## src/pkg/lrmc_pkg.sv

```systemverilog
// Constants and types for the line rate and modem control block
package lrmc_pkg;

  // ****************************************
  // Timing
  // ****************************************
  localparam int REF_CLK_HZ     = 50_000_000;
  localparam int CLK_PERIOD_NS  = 20;
  localparam int XTAL_HZ        = 2_457_600;
  // Phase step per ref_clk for a 2^32 accumulator emulating the crystal
  localparam logic [31:0] XTAL_STEP =
    32'((64'(XTAL_HZ) << 32) / 64'(REF_CLK_HZ));
  localparam int DISC_PULSE_NS  = 700;
  // Longest time rounds down, at least one cycle
  localparam int DISC_CYCLES    = (DISC_PULSE_NS / CLK_PERIOD_NS) < 1 ? 1 :
                                  (DISC_PULSE_NS / CLK_PERIOD_NS);
  localparam logic [5:0] DISC_CNT_INIT = 6'(DISC_CYCLES);

  // ****************************************
  // Rate selection
  // ****************************************
  localparam int NUM_BIN_RATES  = 7;
  // 16x clocks: 110 bps -> /1396 of the crystal, 1800 bps -> /85 (nearest)
  localparam logic [10:0] DIV_110  = 11'h574;
  localparam logic [10:0] DIV_1800 = 11'h055;
  // Codes 0..6: crystal / 2^(code+1) i.e. 76800..1200 bps; 7 = 110, 8 = 1800
  localparam logic [3:0] CODE_110  = 4'h7;
  localparam logic [3:0] CODE_1800 = 4'h8;
  localparam logic [3:0] BIT_DIV   = 4'hF;

  localparam logic [1:0] FUNC_W    = 2'h0;
  localparam logic [3:0] FUNC_DISCONNECT = 4'h9;

  typedef enum logic [1:0] {LRMC_TX_IDLE, LRMC_TX_DATA, LRMC_TX_STOP} lrmc_tx_state_t;

endpackage

```

## src/pkg/lrmc_rate_if.sv

```systemverilog
// Interface carrying one direction's rate selection and 16x tick
interface lrmc_rate_if;
  logic [3:0] rate_code;
  logic       tick16;
  logic       valid_rate;
  modport gen (input rate_code, output tick16, output valid_rate);
  modport use_side (output rate_code, input tick16, input valid_rate);
endinterface

```

## src/core/lrmc_rate_chain.sv

```systemverilog
// One divider chain with its sixteen-input rate selector
module lrmc_rate_chain (
  // Clock and reset
  input  wire logic    ref_clk,
  input  wire logic    sys_rst,
  // Crystal tick shared by both chains
  input  wire logic    xtal_tick,
  // Rate selection
  lrmc_rate_if.gen     rate
);

  // ****************************************
  // Binary chain and terminal-count counters
  // ****************************************
  logic [6:0]  bin_cnt;
  logic [10:0] cnt_110;
  logic [10:0] cnt_1800;
  logic [15:0] rate_tick;

  always_ff @(posedge ref_clk) begin
    if (sys_rst) begin
      bin_cnt <= 7'h00;
    end else if (xtal_tick) begin
      bin_cnt <= bin_cnt + 7'h01;
    end
  end

  always_ff @(posedge ref_clk) begin
    if (sys_rst) begin
      cnt_110  <= 11'h000;
      cnt_1800 <= 11'h000;
    end else if (xtal_tick) begin
      cnt_110  <= (cnt_110 == lrmc_pkg::DIV_110 - 11'h001) ? 11'h000 : cnt_110 + 11'h001;
      cnt_1800 <= (cnt_1800 == lrmc_pkg::DIV_1800 - 11'h001) ? 11'h000 :
                  cnt_1800 + 11'h001;
    end
  end

  // One-cycle ticks on the falling edge of each divided output (terminal count)
  genvar g;
  generate
    for (g = 0; g < lrmc_pkg::NUM_BIN_RATES; g++) begin : g_bin
      assign rate_tick[g] = xtal_tick && (bin_cnt[g:0] == {(g + 1){1'b1}});
    end
  endgenerate
  assign rate_tick[7]     = xtal_tick && (cnt_110 == lrmc_pkg::DIV_110 - 11'h001);
  assign rate_tick[8]     = xtal_tick && (cnt_1800 == lrmc_pkg::DIV_1800 - 11'h001);
  // Unused selector inputs carry no clock
  assign rate_tick[15:9]  = 7'h00;

  assign rate.tick16     = rate_tick[rate.rate_code];
  assign rate.valid_rate = (rate.rate_code <= lrmc_pkg::CODE_1800);

endmodule

```

## src/core/lrmc_top.sv

```systemverilog
// Line rate generation, transmit framing and modem control
module lrmc_top (
  // Clock and reset
  input  wire logic       ref_clk,
  input  wire logic       sys_rst,
  // Rate selection
  input  wire logic [3:0] tx_rate_code,
  input  wire logic [3:0] rx_rate_code,
  // Option switches
  input  wire logic       one_stop_sel,
  input  wire logic       two_stop_sel,
  input  wire logic       modem_path_select,
  input  wire logic       modem_path_select_n,
  // Transmit character
  input  wire logic       tx_load,
  input  wire logic [7:0] tx_char,
  output logic            tx_busy,
  output logic            tx_line,
  // Receive bit timing
  output logic            rx_bit_tick,
  // Modem lines
  input  wire logic       carrier_detect,
  output logic            terminal_ready,
  // Control functions
  input  wire logic       ctrl_strobe,
  input  wire logic [3:0] ctrl_func,
  // Status to host
  input  wire logic       status_read,
  output logic            carrier_irq,
  output logic            break_status_bit,
  output logic            input_flag_bit
);

  // ****************************************
  // Crystal reference
  // ****************************************
  // A phase accumulator stands in for the crystal so both chains share it
  logic [31:0] xtal_acc;
  logic        xtal_tick;
  always_ff @(posedge ref_clk) begin
    if (sys_rst) begin
      xtal_acc  <= 32'h0000_0000;
      xtal_tick <= 1'b0;
    end else begin
      {xtal_tick, xtal_acc} <= {1'b0, xtal_acc} + {1'b0, lrmc_pkg::XTAL_STEP};
    end
  end

  // ****************************************
  // Divider chains
  // ****************************************
  lrmc_rate_if tx_rate ();
  lrmc_rate_if rx_rate ();
  assign tx_rate.rate_code = tx_rate_code;
  assign rx_rate.rate_code = rx_rate_code;

  lrmc_rate_chain u_tx_chain (
    .ref_clk   (ref_clk),
    .sys_rst   (sys_rst),
    .xtal_tick (xtal_tick),
    .rate      (tx_rate.gen)
  );
  lrmc_rate_chain u_rx_chain (
    .ref_clk   (ref_clk),
    .sys_rst   (sys_rst),
    .xtal_tick (xtal_tick),
    .rate      (rx_rate.gen)
  );

  // ****************************************
  // Divide by sixteen
  // ****************************************
  logic [3:0] tx_div;
  logic [3:0] rx_div;
  logic       tx_bit_tick;
  always_ff @(posedge ref_clk) begin
    if (sys_rst) begin
      tx_div      <= 4'h0;
      rx_div      <= 4'h0;
      tx_bit_tick <= 1'b0;
      rx_bit_tick <= 1'b0;
    end else begin
      tx_bit_tick <= tx_rate.tick16 && (tx_div == lrmc_pkg::BIT_DIV);
      rx_bit_tick <= rx_rate.tick16 && (rx_div == lrmc_pkg::BIT_DIV);
      if (tx_rate.tick16) begin
        tx_div <= tx_div + 4'h1;
      end
      if (rx_rate.tick16) begin
        rx_div <= rx_div + 4'h1;
      end
    end
  end

  // ****************************************
  // Transmitter framing
  // ****************************************
  lrmc_pkg::lrmc_tx_state_t tx_state;
  logic [8:0] tx_shift;
  logic [3:0] tx_count;
  logic       two_stop;
  // Switches are static, so sampling them at load is enough
  always_ff @(posedge ref_clk) begin
    if (sys_rst) begin
      tx_state <= lrmc_pkg::LRMC_TX_IDLE;
      tx_shift <= 9'h1FF;
      tx_count <= 4'h0;
      tx_line  <= 1'b1;
      tx_busy  <= 1'b0;
      two_stop <= 1'b0;
    end else begin
      unique case (tx_state)
        lrmc_pkg::LRMC_TX_IDLE: begin
          tx_line <= 1'b1;
          if (tx_load && tx_rate.valid_rate) begin
            tx_shift <= {tx_char, 1'b0};
            tx_count <= 4'h9;
            two_stop <= two_stop_sel && !one_stop_sel;
            tx_busy  <= 1'b1;
            tx_state <= lrmc_pkg::LRMC_TX_DATA;
          end
        end
        lrmc_pkg::LRMC_TX_DATA: begin
          if (tx_bit_tick) begin
            tx_line  <= tx_shift[0];
            tx_shift <= {1'b1, tx_shift[8:1]};
            tx_count <= tx_count - 4'h1;
            if (tx_count == 4'h1) begin
              tx_count <= two_stop ? 4'h2 : 4'h1;
              tx_state <= lrmc_pkg::LRMC_TX_STOP;
            end
          end
        end
        lrmc_pkg::LRMC_TX_STOP: begin
          if (tx_bit_tick) begin
            tx_line  <= 1'b1;
            tx_count <= tx_count - 4'h1;
            if (tx_count == 4'h0) begin
              tx_busy  <= 1'b0;
              tx_state <= lrmc_pkg::LRMC_TX_IDLE;
            end
          end
        end
        default: tx_state <= lrmc_pkg::LRMC_TX_IDLE;
      endcase
    end
  end

  // ****************************************
  // Carrier detect and status
  // ****************************************
  logic [2:0] cd_sync;
  logic       cd_state;
  logic       cd_change;
  logic       modem_mode;
  logic [1:0] cd_fill;
  logic       cd_armed;
  // Only a consistent switch pair counts as modem operation
  assign modem_mode = modem_path_select && !modem_path_select_n;
  // Until the synchroniser holds real samples the line level is taken
  // quietly, so a carrier already present at reset raises no interrupt
  always_ff @(posedge ref_clk) begin
    if (sys_rst) begin
      cd_sync  <= 3'h0;
      cd_state <= 1'b0;
      cd_fill  <= 2'h0;
      cd_armed <= 1'b0;
    end else begin
      cd_sync  <= {cd_sync[1:0], carrier_detect};
      if (cd_fill != 2'h3) begin
        cd_fill <= cd_fill + 2'h1;
      end
      cd_armed <= (cd_fill == 2'h3);
      if (!cd_armed || cd_sync[2] == cd_sync[1]) begin
        cd_state <= cd_sync[2];
      end
    end
  end
  assign cd_change = cd_armed && (cd_sync[2] == cd_sync[1]) && (cd_sync[2] != cd_state);

  always_ff @(posedge ref_clk) begin
    if (sys_rst) begin
      carrier_irq <= 1'b0;
    end else if (cd_change) begin
      carrier_irq <= 1'b1;
    end else if (status_read) begin
      carrier_irq <= 1'b0;
    end
  end

  always_ff @(posedge ref_clk) begin
    if (sys_rst) begin
      break_status_bit <= 1'b0;
      input_flag_bit   <= 1'b0;
    end else begin
      if (cd_change && modem_mode) begin
        break_status_bit <= !cd_sync[2];
        input_flag_bit   <= 1'b1;
      end else if (status_read) begin
        input_flag_bit <= 1'b0;
      end
    end
  end

  // ****************************************
  // Terminal ready and disconnect pulse
  // ****************************************
  logic [5:0] disc_cnt;
  always_ff @(posedge ref_clk) begin
    if (sys_rst) begin
      disc_cnt       <= 6'h00;
      terminal_ready <= 1'b0;
    end else if (ctrl_strobe && ctrl_func == lrmc_pkg::FUNC_DISCONNECT) begin
      disc_cnt       <= lrmc_pkg::DISC_CNT_INIT;
      terminal_ready <= 1'b0;
    end else if (disc_cnt != 6'h00) begin
      disc_cnt       <= disc_cnt - 6'h01;
      terminal_ready <= (disc_cnt == 6'h01);
    end else begin
      terminal_ready <= 1'b1;
    end
  end

  // ****************************************
  // Checks
  // ****************************************
  // Independent models for the checks below
  logic [5:0] chk_disc_age;
  logic [6:0] chk_xtal_cnt;
  logic [6:0] chk_pow_mask;
  always_ff @(posedge ref_clk) begin
    if (sys_rst) begin
      chk_disc_age <= 6'h3F;
    end else if (ctrl_strobe && ctrl_func == lrmc_pkg::FUNC_DISCONNECT) begin
      chk_disc_age <= 6'h01;
    end else if (chk_disc_age != 6'h3F) begin
      chk_disc_age <= chk_disc_age + 6'h01;
    end
  end
  always_ff @(posedge ref_clk) begin
    if (sys_rst) begin
      chk_xtal_cnt <= 7'h00;
    end else if (xtal_tick) begin
      chk_xtal_cnt <= chk_xtal_cnt + 7'h01;
    end
  end
  // Low bits that must all be set for a power-of-two code to tick
  assign chk_pow_mask = 7'((8'h02 << tx_rate_code) - 8'h01);
  a_disc_pulse_len: assert property (@(posedge ref_clk) disable iff (sys_rst)
    (chk_disc_age <= lrmc_pkg::DISC_CNT_INIT) |-> !terminal_ready)
    else $error("disconnect pulse ended early");
  a_disc_pulse_end: assert property (@(posedge ref_clk) disable iff (sys_rst)
    (chk_disc_age == lrmc_pkg::DISC_CNT_INIT + 6'h01) |-> terminal_ready)
    else $error("disconnect pulse ran too long");
  a_cd_irq_set: assert property (@(posedge ref_clk) disable iff (sys_rst)
    cd_change |=> carrier_irq)
    else $error("carrier change gave no interrupt");
  a_cd_loss_break: assert property (@(posedge ref_clk) disable iff (sys_rst)
    (cd_change && modem_mode && !cd_sync[2]) |=> break_status_bit && input_flag_bit)
    else $error("carrier loss did not set break");
  a_cd_return_clr: assert property (@(posedge ref_clk) disable iff (sys_rst)
    (cd_change && modem_mode && cd_sync[2]) |=> !break_status_bit && input_flag_bit)
    else $error("carrier return did not clear break");
  a_bad_rate_idle: assert property (@(posedge ref_clk) disable iff (sys_rst)
    (tx_rate_code > 4'h8) |-> !tx_rate.tick16)
    else $error("undefined rate code gave a clock");
  a_tx_div_sixteen: assert property (@(posedge ref_clk) disable iff (sys_rst)
    $rose(tx_bit_tick) |-> tx_div == 4'h0 && $past(tx_div) == lrmc_pkg::BIT_DIV)
    else $error("transmit divide by sixteen broken");
  a_stop_level: assert property (@(posedge ref_clk) disable iff (sys_rst)
    (tx_state == lrmc_pkg::LRMC_TX_STOP && tx_bit_tick) |=> tx_line)
    else $error("stop bit not high");
  a_xtal_spacing: assert property (@(posedge ref_clk) disable iff (sys_rst)
    xtal_tick |=> !xtal_tick [*8])
    else $error("reference tick too close");
  a_pow_two_rate: assert property (@(posedge ref_clk) disable iff (sys_rst)
    (tx_rate_code < lrmc_pkg::CODE_110) |->
    (tx_rate.tick16 == (xtal_tick && ((chk_xtal_cnt & chk_pow_mask) == chk_pow_mask))))
    else $error("power-of-two rate tick misplaced");
  c_disconnect: cover property (@(posedge ref_clk) $fell(terminal_ready));
  c_cd_loss: cover property (@(posedge ref_clk) $rose(break_status_bit));
  c_two_stop: cover property (@(posedge ref_clk) tx_state == lrmc_pkg::LRMC_TX_STOP && two_stop);

endmodule

```

## config.mk

```make
export PLATFORM = sky130hd
export DESIGN_NAME = lrmc_top
export DESIGN_NICKNAME = d
export VERILOG_FILES = /design/src/pkg/lrmc_pkg.sv /design/src/pkg/lrmc_rate_if.sv /design/src/core/lrmc_rate_chain.sv /design/src/core/lrmc_top.sv
export SDC_FILE = /design/constraint.sdc
export NUM_CORES = 1
export LEC_CHECK = 0
export BUFFER_PORTS_ARGS = -buffer_cell sky130_fd_sc_hd__clkbuf_2
export CAP_MARGIN = 20
export CORE_ASPECT_RATIO = 1.2
export CORE_UTILIZATION = 55
export CTS_BUF_LIST = sky130_fd_sc_hd__clkbuf_4 sky130_fd_sc_hd__clkbuf_8 sky130_fd_sc_hd__clkbuf_16
export DETAILED_ROUTE_END_ITERATION = 8
export HOLD_SLACK_MARGIN = 0.08
export PLACE_DENSITY = 0.86
export SLEW_MARGIN = 15
export SYNTH_ARGS = -nofsm -noshare
export SYNTH_HDL_FRONTEND = slang
export SYNTH_SLANG_ARGS = --single-unit
```

## constraint.sdc

```tcl
create_clock -name ref_clk -period 2.2 [get_ports ref_clk]
set_input_delay 0.11 -clock ref_clk [delete_from_list [all_inputs] [get_ports ref_clk]]
set_output_delay 0.11 -clock ref_clk [all_outputs]
set_load 0.05 [all_outputs]
```

==> flow_summary.toml <==
[logic_synthesis]
synth.ff_latch_count = 133
netlist_instances = 718
synth_nets = 774
synth_area_leaders = "dfxtp_1, nor2_1, xor2_1"
seq_area_frac_synth = 0.424
yosysTopAreaCellShare = 0.424
yosysWarnings = 0
syn_area_per_cell_sq_um = 8.75
synth_cell_type_count = 59
synthArstFlopShare = 0
synth_top_flop_cell = "dfxtp_1"
syn_area_sq_um = 6280
synth_top_area_cell = "dfxtp_1"
synth_edf_count = 0

[timing]
worst_slew_pin_slew_ns = 0.901
clock.fmax_mhz = 444
rsz0062_at_grt = "true"
whs_ns = 0.128
fin_ws_ns = -0.0531
drv_slew = 0
setup_viol = 3
skew_ns = 0.00823
period_share = 1.02
slew_headroom = 0.399
finalCriticalPeriod_ns = 2.25
hold_viol = 0

[routing]
firstDrtPassIters = 5
top_layer_used = "met4"
drtIter0Drc = 308
routed_via_density = 5.67
vias = 5384
drtAntennaViolNets = 0
route.met3.wl_um = 581
m1WireLength_um = 5890
drc = 0
drt-total-wl_um = 14700
wl_per_cell_um = 15.5
route.met2.wl_um = 7570

[pwr]
p_total_uw = 7350
switching_share = 0.307
p_int_uw = 5100
powerDensity_nw_per_um2 = 973
p_clk_frac = 0.373
seq_power_share = 0.404
p_leak_uw = 0.00297
combPwrFrac = 0.223
peakVddDrop_uv = 492
p_switching_uw = 2260

[cells_and_area]
drive_above_1_share = 0.142
area_growth_pct = 20.4
final_common_cell = "dfxtp_1"
stdcell_area_sq_um = 7560
postLayoutCoreUtil = 0.682
diodes = 0
final_cell_mix = "dfxtp_1, nor2_1, nand2_1"
fin_nets = 840
fill_cells = 769
final_cells = 950

[placement]
routabilityCongestion = 0.854
place_area_sq_um = 6680
placed_cells = 897
port_buffers = 36
hpwl_um = 8580

[clocking]
path_clk_slew_ns = 0.06
cts_sinks = 133
clock_latency_ns = 0.43
clock-root-buffer = "clkbuf_16"
h-tree-depth = 4
cts_tree = "yes"
cts-buffers-inserted = 17
clockBufferDepth = 2

[setup_path]
ff2ff_setup_slack_ns = -0.05
cp_max_fo = 4
critPathLaunchType = "flop"
critPathCaptureType = "flop"
worstPathArrival_ns = 2.53
r2r-end = "rx_div[0]"
reg2regPathDepth = 9
path_class = "flop to flop"
rr_startpoint = "u_rx_chain.bin_cnt[1]"
cp.required_ns = 2.47

[global_routing]
grt_overflow = 0
grt_pass1_vias = 5349
grt.total_usage = 0.234
grt_pass1_wl_um = 22300
grt_max_degree = 48
antenna_found_initial = 0

[floorplanning]
rows = 42
die_w_um = 99.5
die_h_um = 119
core_sq_um = 11100
ios = 37
fp.dieArea_sq_um = 11900
start_util = 0.566

[min_path]
holdPathEnd = "break_status_bit"
hp-start = "modem_path_select"
worstHoldPathType = "input port to flop"
holdPathStages = 4

[status]
violations = "setup timing"
status = "finished, violations left"

[run]
maxCapViolCount = 0
## power by group through the flow
| stage | Sequential, uW | Combinational, uW | Clock, uW |
|---|---|---|---|
| 2_1_floorplan | 2970 | 1230 | 0 |
| 3_3_place_gp | 2980 | 1470 | 0 |
| 3_5_place_dp | 3000 | 1560 | 0 |
| 4_1_cts | 2960 | 1600 | 2730 |
| 5_1_grt | 3000 | 1830 | 2870 |
| 6_report | 2970 | 1640 | 2750 |
## critical path, stage by stage (launching register included)
cell and delay [ns]:
dfxtp_2 0.36, ha_4 0.15, nand3_4 0.09, buf_4 0.18, o311ai_4 0.30, a31oi_2 0.10, a2111oi_4 0.42, buf_4 0.23
o21ai_1 0.10, nor3b_2 0.17
## through the flow
step | setup WS (ns) | TNS, ns
6_report | -0.0531 | -0.118
4_1_cts | 0.00796 | 0
3_5_place_dp | -0.0564 | -0.105
3_3_place_gp | 0.0431 | 0
5_1_grt | -0.0913 | -0.256
2_1_floorplan | 0.0831 | 0
## cells in the mapped netlist, drive strengths merged, types with 5 or more instances
master,instances
dfxtp,133
xnor2,26
xor2,40
ha,26
o21ai,30
a21oi,36
nand3,19
or3,13
buf,8
a31oi,9
a211o,9
nand4,15
nor2b,11
mux2i,26
a211oi,5
nor3b,7
nand2,53
clkbuf,17
nand2b,13
nor3,13
nor2,113
inv,28
and3,9
## flip-flops by register name, indices dropped and copies added (netlist names), 4 cells and up
name                 cells
xtal_acc                29
u_rx_chain.cnt_110      11
u_rx_chain.cnt_1800     11
u_tx_chain.cnt_110      11
u_tx_chain.cnt_1800     11
tx_shift                 9
u_rx_chain.bin_cnt       7
u_tx_chain.bin_cnt       7
disc_cnt                 6
rx_div                   4
tx_count                 4
tx_div                   4
## per-layer routing
layer,track usage,vias to the layer above
met5,0,-
li1,-,2613
met2,0.421,159
met4,0.131,0
met3,0.0581,66
met1,0.246,2546
## worst max path at each step
stage	startpoint	end	slack, ns	cells after the start
floorplan	u_rx_chain.bin_cnt[0]	rx_div[3]	0.08	10
global placement	u_rx_chain.bin_cnt[1]	rx_div[3]	0.04	10
detailed placement	u_rx_chain.bin_cnt[1]	rx_div[3]	-0.06	10
CTS	u_rx_chain.bin_cnt[1]	rx_div[3]	0.008	10
global route	u_rx_chain.bin_cnt[1]	rx_div[0]	-0.09	9
finish	u_rx_chain.bin_cnt[1]	rx_div[0]	-0.05	9
## kinds of logic (layout without fill, tap and decap cells)
kind of cell             count (synthesis)  count (layout)  synth area share
AO/OA/AOI/OAI                          118             118             0.123
XOR/XNOR                                66              66            0.0921
adder cells (fa/ha/maj)                 26              26            0.0518
buffers and inverters                   53             131            0.0325
flip-flops                             133             133             0.424
multiplexers                            27              27            0.0438
AND/OR/NAND/NOR                        295             295             0.233
## final cells by class
cell class              instances  area (sq um)  share of cell area
clock inverters                 8          73.8             0.00976
multi-input cells             532          3510               0.464
well taps                     154           193              0.0255
clock buffers                  23           502              0.0664
inverters                      28           108              0.0142
repair buffers                 72           508              0.0672
flip-flops and latches        133          2670               0.353
## timing repair
item / in CTS / in global routing
setup endpoints to repair: 2 / 5
endpoints found under the hold margin: 16 / 0
pin swaps: 5 / 7
hold buffers: 18 / 0
gates resized for setup: 2 / 17
buffers inserted: 3 / 1
Power figures use the tool's default switching activity.
